$ cat src/verilog/mcs_pkg.sv
// package for the monitor channel select command interpreter
// assumes a serial front end that delivers whole command words
package mcs_pkg;
  // command word fields
  localparam int          MCS_DATA_W        = 14;
  localparam int          MCS_CODE_W        = 6;
  localparam logic [3:0]  MCS_ADDR_MONITOR  = 4'hA;
  localparam logic [3:0]  MCS_ADDR_CONFIG   = 4'hC;
  // channel code positions per resolution
  localparam int          MCS_CODE_LSB_14   = 8;
  localparam int          MCS_CODE_LSB_12   = 6;
  // monitor codes
  localparam logic [5:0]  MCS_CODE_TRISTATE = 6'h3F;
  localparam logic [5:0]  MCS_CODE_PROBE1   = 6'h24;
  localparam logic [5:0]  MCS_CODE_PROBE2   = 6'h25;
  // configuration register
  localparam int          MCS_PROBE_EN_POS  = 9;
  localparam logic [13:0] MCS_CONFIG_RESET  = 14'h0000;

  // one incoming command word
  typedef struct packed {
    logic       register_select_high;
    logic       register_select_low;
    logic [3:0] command_address_field;
    logic [13:0] data;
  } mcs_cmd_t;

  // multiplexer selection handed to the analog switch
  typedef struct packed {
    logic       drive;
    logic       probe1;
    logic       probe2;
    logic [3:0] channel;
  } mcs_route_t;
endpackage

$ cat src/verilog/mcs_monitor_select.sv
// monitor channel select and configuration write decoder
// assumes cmd_valid pulses once per decoded word, synchronous to sys_clk
// What this block does
// RL1: a word with both select bits low and address 1010 carries a monitor channel code.
// RL2: a source reaches the monitor output only while the probe enable bit is set.
// RL3: in 14-bit mode the code is data bits 13..8 and bits 7..0 are ignored.
// RL4: in 12-bit mode the code is data bits 11..6 and bits 5..0 are ignored.
// RL5: code 63 puts the monitor output in high impedance.
// RL6: codes 0..15 pick analog output channels, only 0..7 on the 8-channel build.
// RL7: code 100100 picks probe input 1 and code 100101 picks probe input 2.
// RL8: a word with both select bits low and address 1100 loads all 14 data bits as config.
// RL9: config bit 13 is the msb and bit 0 the lsb, matching data bits 13..0.
// RL10: special commands decode only when both select bits are zero.
// RL11: probe enable resets clear and while clear the output stays high impedance.
// RL12: the last accepted code is held until the next monitor command.
// RL13: after reset the stored code is all ones.
`timescale 1ns/10ps
`default_nettype none
module mcs_monitor_select
  import mcs_pkg::*;
#(
  parameter int NUM_CHANNELS = 16,
  parameter bit RES_12BIT    = 1'b0
) (
  input  wire logic                  sys_clk,
  input  wire logic                  rstn,
  input  wire logic                  cmd_valid,
  input  wire mcs_cmd_t              cmd,
  output logic [MCS_DATA_W-1:0]      device_configuration,
  output logic [MCS_CODE_W-1:0]      monitor_code,
  output mcs_route_t                 monitor_route,
  output logic                       monitor_output_oe
);
  localparam int CODE_LSB = RES_12BIT ? MCS_CODE_LSB_12 : MCS_CODE_LSB_14;

  logic                  sfr_hit;
  logic [MCS_DATA_W-1:0] next_config;
  logic [MCS_CODE_W-1:0] next_code;
  mcs_route_t            next_route;
  logic                  next_oe;

  // special function decode gate
  assign sfr_hit = cmd_valid && !cmd.register_select_high
                   && !cmd.register_select_low; // RL10

  // command decode and stored state
  always_comb begin
    next_config = device_configuration;
    next_code   = monitor_code;
    if (sfr_hit && cmd.command_address_field == MCS_ADDR_CONFIG) begin
      next_config = cmd.data; // RL8 RL9
    end
    if (sfr_hit && cmd.command_address_field == MCS_ADDR_MONITOR) begin
      next_code = cmd.data[CODE_LSB +: MCS_CODE_W]; // RL1 RL3 RL4
    end
  end // RL12

  // route decode from next state, registered to outputs
  always_comb begin
    next_route = '0;
    next_oe    = 1'b0;
    if (next_config[MCS_PROBE_EN_POS] && next_code != MCS_CODE_TRISTATE) begin // RL2 RL11 RL5
      if (next_code < MCS_CODE_W'(NUM_CHANNELS)) begin
        next_route.channel = next_code[3:0]; // RL6
        next_route.drive   = 1'b1;
      end else if (next_code == MCS_CODE_PROBE1) begin
        next_route.probe1  = 1'b1; // RL7
        next_route.drive   = 1'b1;
      end else if (next_code == MCS_CODE_PROBE2) begin
        next_route.probe2  = 1'b1; // RL7
        next_route.drive   = 1'b1;
      end
      next_oe = next_route.drive;
    end
  end

  // state registers
  always_ff @(posedge sys_clk) begin
    if (!rstn) begin
      device_configuration <= MCS_CONFIG_RESET; // RL11
      monitor_code         <= MCS_CODE_TRISTATE; // RL13
      monitor_route        <= '0;
      monitor_output_oe    <= 1'b0;
    end else begin
      device_configuration <= next_config;
      monitor_code         <= next_code;
      monitor_route        <= next_route;
      monitor_output_oe    <= next_oe;
    end
  end

  // checks
  a_config_load: assert property (@(posedge sys_clk) disable iff (!rstn)
    sfr_hit && cmd.command_address_field == MCS_ADDR_CONFIG
    |=> device_configuration == $past(cmd.data)) // RL8
    else $error("config write not loaded");
  a_code_load: assert property (@(posedge sys_clk) disable iff (!rstn)
    sfr_hit && cmd.command_address_field == MCS_ADDR_MONITOR
    |=> monitor_code == $past(cmd.data[CODE_LSB +: MCS_CODE_W])) // RL3
    else $error("monitor code not captured");
  a_code_hold: assert property (@(posedge sys_clk) disable iff (!rstn)
    !(sfr_hit && cmd.command_address_field == MCS_ADDR_MONITOR)
    |=> $stable(monitor_code)) // RL12
    else $error("monitor code changed without command");
  a_select_gate: assert property (@(posedge sys_clk) disable iff (!rstn)
    cmd_valid && (cmd.register_select_high || cmd.register_select_low)
    |=> $stable(monitor_code) && $stable(device_configuration)) // RL10
    else $error("non special word changed state");
  a_enable_gate: assert property (@(posedge sys_clk) disable iff (!rstn)
    !device_configuration[MCS_PROBE_EN_POS] |-> !monitor_output_oe) // RL11
    else $error("output driven while disabled");
  a_tristate_code: assert property (@(posedge sys_clk) disable iff (!rstn)
    monitor_code == MCS_CODE_TRISTATE |-> !monitor_output_oe) // RL5
    else $error("code 63 not high impedance");
  a_channel_route: assert property (@(posedge sys_clk) disable iff (!rstn)
    device_configuration[MCS_PROBE_EN_POS] && monitor_code < MCS_CODE_W'(NUM_CHANNELS)
    |-> monitor_output_oe && monitor_route.channel == monitor_code[3:0]) // RL6
    else $error("channel not routed");
  a_probe_route: assert property (@(posedge sys_clk) disable iff (!rstn)
    device_configuration[MCS_PROBE_EN_POS] && monitor_code == MCS_CODE_PROBE1
    |-> monitor_route.probe1 && !monitor_route.probe2 && monitor_output_oe) // RL7
    else $error("probe 1 not routed");
  a_reset_code: assert property (@(posedge sys_clk)
    !rstn |=> monitor_code == MCS_CODE_TRISTATE && !monitor_output_oe) // RL13
    else $error("reset code wrong");
  c_config: cover property (@(posedge sys_clk) disable iff (!rstn)
    sfr_hit && cmd.command_address_field == MCS_ADDR_CONFIG);
  c_channel: cover property (@(posedge sys_clk) disable iff (!rstn)
    monitor_output_oe && monitor_route.channel != 4'h0);
  c_probe2: cover property (@(posedge sys_clk) disable iff (!rstn) monitor_route.probe2);

  // second probe input reaches the monitor output on its own
  a_probe2_route: assert property (@(posedge sys_clk) disable iff (!rstn)
    device_configuration[MCS_PROBE_EN_POS] && monitor_code == MCS_CODE_PROBE2
    |-> monitor_route.probe2 && !monitor_route.probe1 && monitor_output_oe) // RL7
    else $error("probe 2 not routed");

  // codes with no source leave the output released
  a_unknown_code: assert property (@(posedge sys_clk) disable iff (!rstn)
    monitor_code >= MCS_CODE_W'(NUM_CHANNELS) && monitor_code != MCS_CODE_PROBE1
    && monitor_code != MCS_CODE_PROBE2
    |-> !monitor_output_oe && monitor_route == '0) // RL12
    else $error("undefined code drives output");

  // the drive flag and the pin enable always agree
  a_drive_match: assert property (@(posedge sys_clk) disable iff (!rstn)
    monitor_output_oe == monitor_route.drive) // RL2
    else $error("drive flag and enable differ");

  // never two probe inputs on the output at once
  a_probe_excl: assert property (@(posedge sys_clk) disable iff (!rstn)
    !(monitor_route.probe1 && monitor_route.probe2)) // RL7
    else $error("both probe inputs selected");

  // a released output carries no stale selection
  a_route_idle: assert property (@(posedge sys_clk) disable iff (!rstn)
    !monitor_output_oe |-> monitor_route == '0) // RL5
    else $error("route left set while released");

  // configuration comes out of reset cleared
  a_reset_config: assert property (@(posedge sys_clk)
    !rstn |=> device_configuration == MCS_CONFIG_RESET) // RL11
    else $error("config reset value wrong");

  // configuration holds unless a config word arrives
  a_config_hold: assert property (@(posedge sys_clk) disable iff (!rstn)
    !(sfr_hit && cmd.command_address_field == MCS_ADDR_CONFIG)
    |=> $stable(device_configuration)) // RL9
    else $error("config changed without command");

  // a monitor word leaves the configuration alone
  a_monitor_cfg: assert property (@(posedge sys_clk) disable iff (!rstn)
    sfr_hit && cmd.command_address_field == MCS_ADDR_MONITOR
    |=> $stable(device_configuration)) // RL1
    else $error("monitor word touched config");

  // a config word leaves the stored code alone
  a_config_code: assert property (@(posedge sys_clk) disable iff (!rstn)
    sfr_hit && cmd.command_address_field == MCS_ADDR_CONFIG
    |=> $stable(monitor_code)) // RL8
    else $error("config word touched code");

  // a plain channel route only for codes inside the build
  a_channel_limit: assert property (@(posedge sys_clk) disable iff (!rstn)
    monitor_output_oe && !monitor_route.probe1 && !monitor_route.probe2
    |-> monitor_code < MCS_CODE_W'(NUM_CHANNELS)) // RL6
    else $error("channel routed beyond build");

  // per channel: enabled code c puts output channel c on the pin
  for (genvar ch = 0; ch < NUM_CHANNELS; ch++) begin : g_chan
    a_chan_select: assert property (@(posedge sys_clk) disable iff (!rstn)
      device_configuration[MCS_PROBE_EN_POS] && monitor_code == MCS_CODE_W'(ch)
      |-> monitor_output_oe && monitor_route.channel == 4'(ch)) // RL6
      else $error("channel select mismatch");
  end

  // further scenarios worth seeing
  c_probe1: cover property (@(posedge sys_clk) disable iff (!rstn)
    monitor_route.probe1);
  c_tristate: cover property (@(posedge sys_clk) disable iff (!rstn)
    device_configuration[MCS_PROBE_EN_POS] && monitor_code == MCS_CODE_TRISTATE);
endmodule // mcs_monitor_select
`default_nettype wire

$ cat config.mk
export PLATFORM = sky130hd
export DESIGN_NAME = mcs_monitor_select
export DESIGN_NICKNAME = d
export VERILOG_FILES = /design/src/verilog/mcs_pkg.sv /design/src/verilog/mcs_monitor_select.sv
export SDC_FILE = /design/constraint.sdc
export NUM_CORES = 1
export LEC_CHECK = 0
export ABC_AREA = 1
export BUFFER_PORTS_ARGS = -buffer_cell sky130_fd_sc_hd__buf_2
export CAP_MARGIN = 20
export CELL_PAD_IN_SITES_DETAIL_PLACEMENT = 0
export CELL_PAD_IN_SITES_GLOBAL_PLACEMENT = 2
export CORE_ASPECT_RATIO = 1.5
export CORE_UTILIZATION = 25
export CTS_CLUSTER_SIZE = 10
export DETAILED_ROUTE_END_ITERATION = 8
export GPL_ROUTABILITY_DRIVEN = 1
export PLACE_DENSITY_LB_ADDON = 0.25
export SYNTH_ARGS = -nofsm -noshare
export SYNTH_HDL_FRONTEND = slang
export SYNTH_SLANG_ARGS = --single-unit
$ cat constraint.sdc
create_clock -name sys_clk -period 1.4 [get_ports sys_clk]
set_input_delay 0.07 -clock sys_clk [delete_from_list [all_inputs] [get_ports sys_clk]]
set_output_delay 0.07 -clock sys_clk [all_outputs]
set_load 0.02 [all_outputs]
======== After elaboration in Yosys (flattened, before gate mapping) ========
Cells that the tools add are included.
storage, ports and cells
  register bits after elaboration ......... 27
  bits in latches ......................... 0
  bits in writable memories ............... 0
  memory bits (read-only) ................. 0
  input port bits ......................... 23
  output and inout bits ................... 28
  word-level logic and storage cells ...... 32
  memories kept ........................... 0
operators by class
  add/subtract/negate cells ............... 0
  $mul .................................... 0
  div/mod/pow operators ................... 0
  $lt $le $gt $ge ......................... 1
  eq/ne operators ......................... 5
  shift operators ......................... 0
  mux-type cells .......................... 6
  bitwise logic cells ..................... 2
  reductions and logical operators ........ 11
operators by type and width
  cell                                                                          count
  6-bit == test, second input constant                                          2
  10-bit two-way mux                                                            1
  4-bit == test, second input constant                                          2
  6-bit by 5-bit less-than comparator with 1-bit output, second input constant  1
  6-bit two-way mux                                                             1
  6-bit != test, second input constant                                          1
  1-bit logical AND                                                             5
  1-bit two-way mux                                                             4
  4-bit OR reduction                                                            1
  3-bit AND reduction                                                           1
  3-bit OR reduction                                                            1
  1-bit zero test                                                               2
  1-bit inverter                                                                2
  2-bit AND reduction                                                           1

======== Depth between registers and ports, before layout ========
  depth after elaboration ................. 9
  depth in mapped cells ................... 11

======== Worst setup path before layout ========
OpenSTA, ideal clock, no wires.
  path type ............................... reg-to-reg
  from .................................... reg monitor_code[3]
  to ...................................... reg monitor_route[2] (netlist name)
  library setup time ...................... 0.114 ns
  data arrival time ....................... 0.969 ns
  required time ........................... 1.286 ns
  slack ................................... 0.317 ns
  stages on the path, launching flop included .. 8
  period minus slack after synthesis ...... 1.083 ns
  cells stage by stage .................... dfxtp_1 > inv_1 > nand2_2 > nand2_2 > nor2_1 > nand3_2 > nand3_2 > nor2_1
between the ends
  word-level cells in the longest chain between the ends .. 4
  elaborated cells between the ends (all ways) .. 5
ends and longest elaborated chain
  element                                                                                        RTL line                  source
  from (decl)                                                                                    mcs_monitor_select.sv:30  output logic [MCS_CODE_W-1:0] monitor_code,
  from (signal assigned)                                                                         mcs_monitor_select.sv:86  monitor_code <= next_code;
  6-bit two-way mux (*)                                                                          mcs_monitor_select.sv:53  if (sfr_hit && cmd.command_address_field == MCS_ADDR_MONITOR) begin
  branches (longest 2 deep; another with 6-bit by 5-bit less-than comparator with 1-bit output)  n/a
  3-bit AND reduction (no source line) (*)                                                       n/a
  to (signal assigned)                                                                           mcs_monitor_select.sv:87  monitor_route <= next_route;
  to (decl)                                                                                      mcs_monitor_select.sv:31  output mcs_route_t monitor_route,
Mark *: on every way between the ends.
A chain may end at the register's enable or synchronous reset.

======== Worst setup path after layout ========
  from .................................... in cmd[19] (netlist name)
  to ...................................... reg monitor_route[2] (netlist name)
between the ends
  word-level cells in the longest chain between the ends .. 8
  elaborated cells between the ends (all ways) .. 11
ends and longest elaborated chain
  element                                                                                        RTL line                  source
  from (decl)                                                                                    mcs_monitor_select.sv:28  input wire mcs_cmd_t cmd,
  1-bit zero test (*)                                                                            mcs_monitor_select.sv:43  assign sfr_hit = cmd_valid && !cmd.register_select_high
  1-bit logical AND (*)                                                                          mcs_monitor_select.sv:43
  1-bit logical AND (*)                                                                          mcs_monitor_select.sv:44  && !cmd.register_select_low;
  branches (longest 5 deep; another with 6-bit by 5-bit less-than comparator with 1-bit output)  n/a
Marked as above.

==> summary.md <==
| Metric | Value |
|---|---|
| Worst EP required | `~1.6 ns` |
| Worst Setup End Kind | `register` |
| Fmax | `roughly 970 MHz` |
| Port Buf Inserts | `50` |
| Reg power frac | `between 50 and 60%` |
| Slew margin rel. | `about four fifths` |
| Design area | `1584 sq um` |
| Starting DRT DRC Count | `56` |
| Sw Share | `between 20% and 30%` |
| Clk pwr share | `32.8%` |
| Netlist cell types | `21` |
| Seq cells post-synth | `27` |
| Layout cells sized above 1 | `43.14%` |
| CP max FO | `8` |
| DRT Wirelength | `2859 um` |
| Multi-input logic area | `569.3 sq um` |
| Area Growth Syn to Fin | `31.88%` |
| Mapped Avg Cell Area | `8.008 sq um` |
| LEAKAGE | `0.0008398 uW` |
| Period utilization | `between 70% and 80%` |
| Seq. cell area | `roughly 540 sq um` |
| # DRC | `0` |
| Routability cong. | `0.7539` |
| Dpl cell area | `1539 sq um` |
| Number of cell rows | `30` |
| Clk Tree Root Cell | `clkbuf_8` |
| Nets | `228` |
| TNS Setup | `0 ns` |
| Most frequent cells in the layout | `50 x buf_2, 33 x nor2_1, 27 x dfxtp_1, 21 x nand2_1` |
| Worst vdd ir | `0.4151 mV` |
| Sequential element share of the synthesized area | `45.00%` |
| Setup repair bufs after CTS | `0` |
| Cts repair resizes | `0` |
| Gr usage total | `12.70%` |
| Post-synth ARST share | `0%` |
| Initial antenna violation count | `0` |
| Remaining antenna violation count | `0` |
| Hpwl dp | `2329 um` |
| Max-cap violations | `0` |
| Commonest non-fill, non-tap cell in the layout | `buf_2` |
| IO Pins | `51` |
| Worst slew pin tran | `0.3177 ns` |
| Setup slack, reg-to-reg | `roughly 0.37 ns` |
| Worst-path clk slew | `0.09 ns` |
| Max clock buf depth | `2` |
| Core Region | `around 4600 sq um` |
| Hold Crit Class | `input port to register` |
| Worst-Skew Late Latency | `0.26 ns` |
| Sw power | `about 290 uW` |
| Startpoint type of the worst setup path | `input port` |
| Vias in the first global route | `1,166` |
| CTS Buf Count | `3` |
| Clock Skew | `0.001037 ns` |
| Max Transition Viols Final | `0` |
| Die area | `slightly above 5000 sq um` |
| H-tree levels | `1` |
| Final Hold Fails | `0` |
| Initial core utilization | `26.23%` |
| Post-CTS Hold Fix Bufs | `0` |
| Status | `finished clean` |
| Crit path kind | `input port to register` |
| Crit path arrival time | `1.24 ns` |
| N_diodes | `0` |
| Via/cell ratio | `4.067` |
| Finish-stage setup viols | `0` |
| Unrepaired setup endpoints after global routing | `no` |
| Chip width | `58.60 um` |
| CTS tree | `yes` |
| Cell area after synthesis | `1201 sq um` |
| Comb pwr share | `8.2%` |
| Main synth FF type | `dfxtp_1` |
| Yosys warnings | `0` |
| Via count | `1,090` |
| Fin cells | `268` |
| Iteration count of the initial detailed-routing pass | `3` |
| Post-synthesis net count | `173` |
| Global-route wire length before repair | `4947 um` |
| Number of synthesized flops with an enable pin | `0` |
| Pwr/cell area | `a little over 800 nW/um^2` |
| Int Pwr | `between 1000 and 1500 uW` |
| Die height | `86.90 um` |
| Synth Instances | `150` |
| Layout Utilization | `between 30 and 40%` |
| Congestion Overflow GR | `0` |
| Total power | `1310 uW` |
| Min Tclk post-route | `1.034 ns` |
| FILL cells | `543` |
| Largest net degree at the start of global routing | `15` |
| Wire per inst | `10.67 um` |
| Placed insts | `264` |
| Clock sink total | `27` |
[cells in the mapped netlist (2+ instances only)]
master    count  area (sq um)
buf_4         2         15.01
nand2_2      13         81.33
nand3b_1      3         22.52
dfxtp_1      27         540.5
o21ai_2       2         17.52
inv_1        11         41.29
nor2_4        3         33.78
nor2_8        2         40.04
o21ai_0      13         65.06
nand2_4       2         22.52
nor2_1       33         123.9
nand3_2       4         40.04
a21oi_1       2         10.01
clkbuf_1      3         11.26
nand3_1       4         20.02
nand2_1      21         78.83
[layer usage]
metal / vias to the layer above / wire [um] / track usage [%]
li1: 571 / - / -
met1: 487 / 1165 / 14.00
met2: 30 / 1532 / 24.14
met3: 2 / 139 / 1.634
met4: 0 / 21 / 4.545
met5: - / 0 / 0
[metrics by stage]
stage          setup WS (ns)  hold WS, ns
5_1_grt               0.2306      0.08465
6_report              0.3665      0.05323
3_3_place_gp         0.09349       0.3251
4_1_cts               0.3433      0.04825
3_5_place_dp         0.06666       0.3339
2_1_floorplan         0.3172       0.2186
[critical path: stages]
cell,delay (ns)
buf_2,0.09
inv_1,0.05
nand2_2,0.05
nor2_4,0.23
buf_4,0.19
nand3b_1,0.09
nand2_2,0.11
nor2_1,0.05
nand3_2,0.09
nand3_2,0.09
nor2_1,0.10
[cell families after synthesis]
group,Yosys count,share of synthesized area (%)
simple gates,86,38.96
compound gates,18,8.438
buf+inv,19,7.604
flops,27,45.00
[power by group through the flow]
| stage | clock network (uW) | logic, uW | registers [uW] |
|---|---|---|---|
| after floorplan | 0 | 53.7 | 796 |
| after global placement | 0 | 108 | 791 |
| after detailed placement | 0 | 110 | 791 |
| after CTS | 460 | 110 | 773 |
| after global routing | 486 | 122 | 774 |
| final | 429 | 108 | 773 |
[layout make-up]
type	count	area share, %
clock buffer	4	2.844
inverter	13	3.397
multi-input combinational	104	35.94
sequential	27	34.12
tap	64	5.055
timing repair buffer	56	18.64
[state kept, by name (all words and copies together) (netlist names)]
name,flops
monitor_output_oe,1
device_configuration,14
monitor_route,6
monitor_code,6
[final timing paths]
kind / startpoint / to / depth (start not counted)
worst max register to register: monitor_code[0] / monitor_route[3] / 7
worst max-delay path: cmd[19] / monitor_route[2] / 11
worst min-delay path: cmd[7] / device_configuration[7] / 3
worst min register to register: device_configuration[0] / device_configuration[0] / 2
Power figures use the tool's default switching activity.
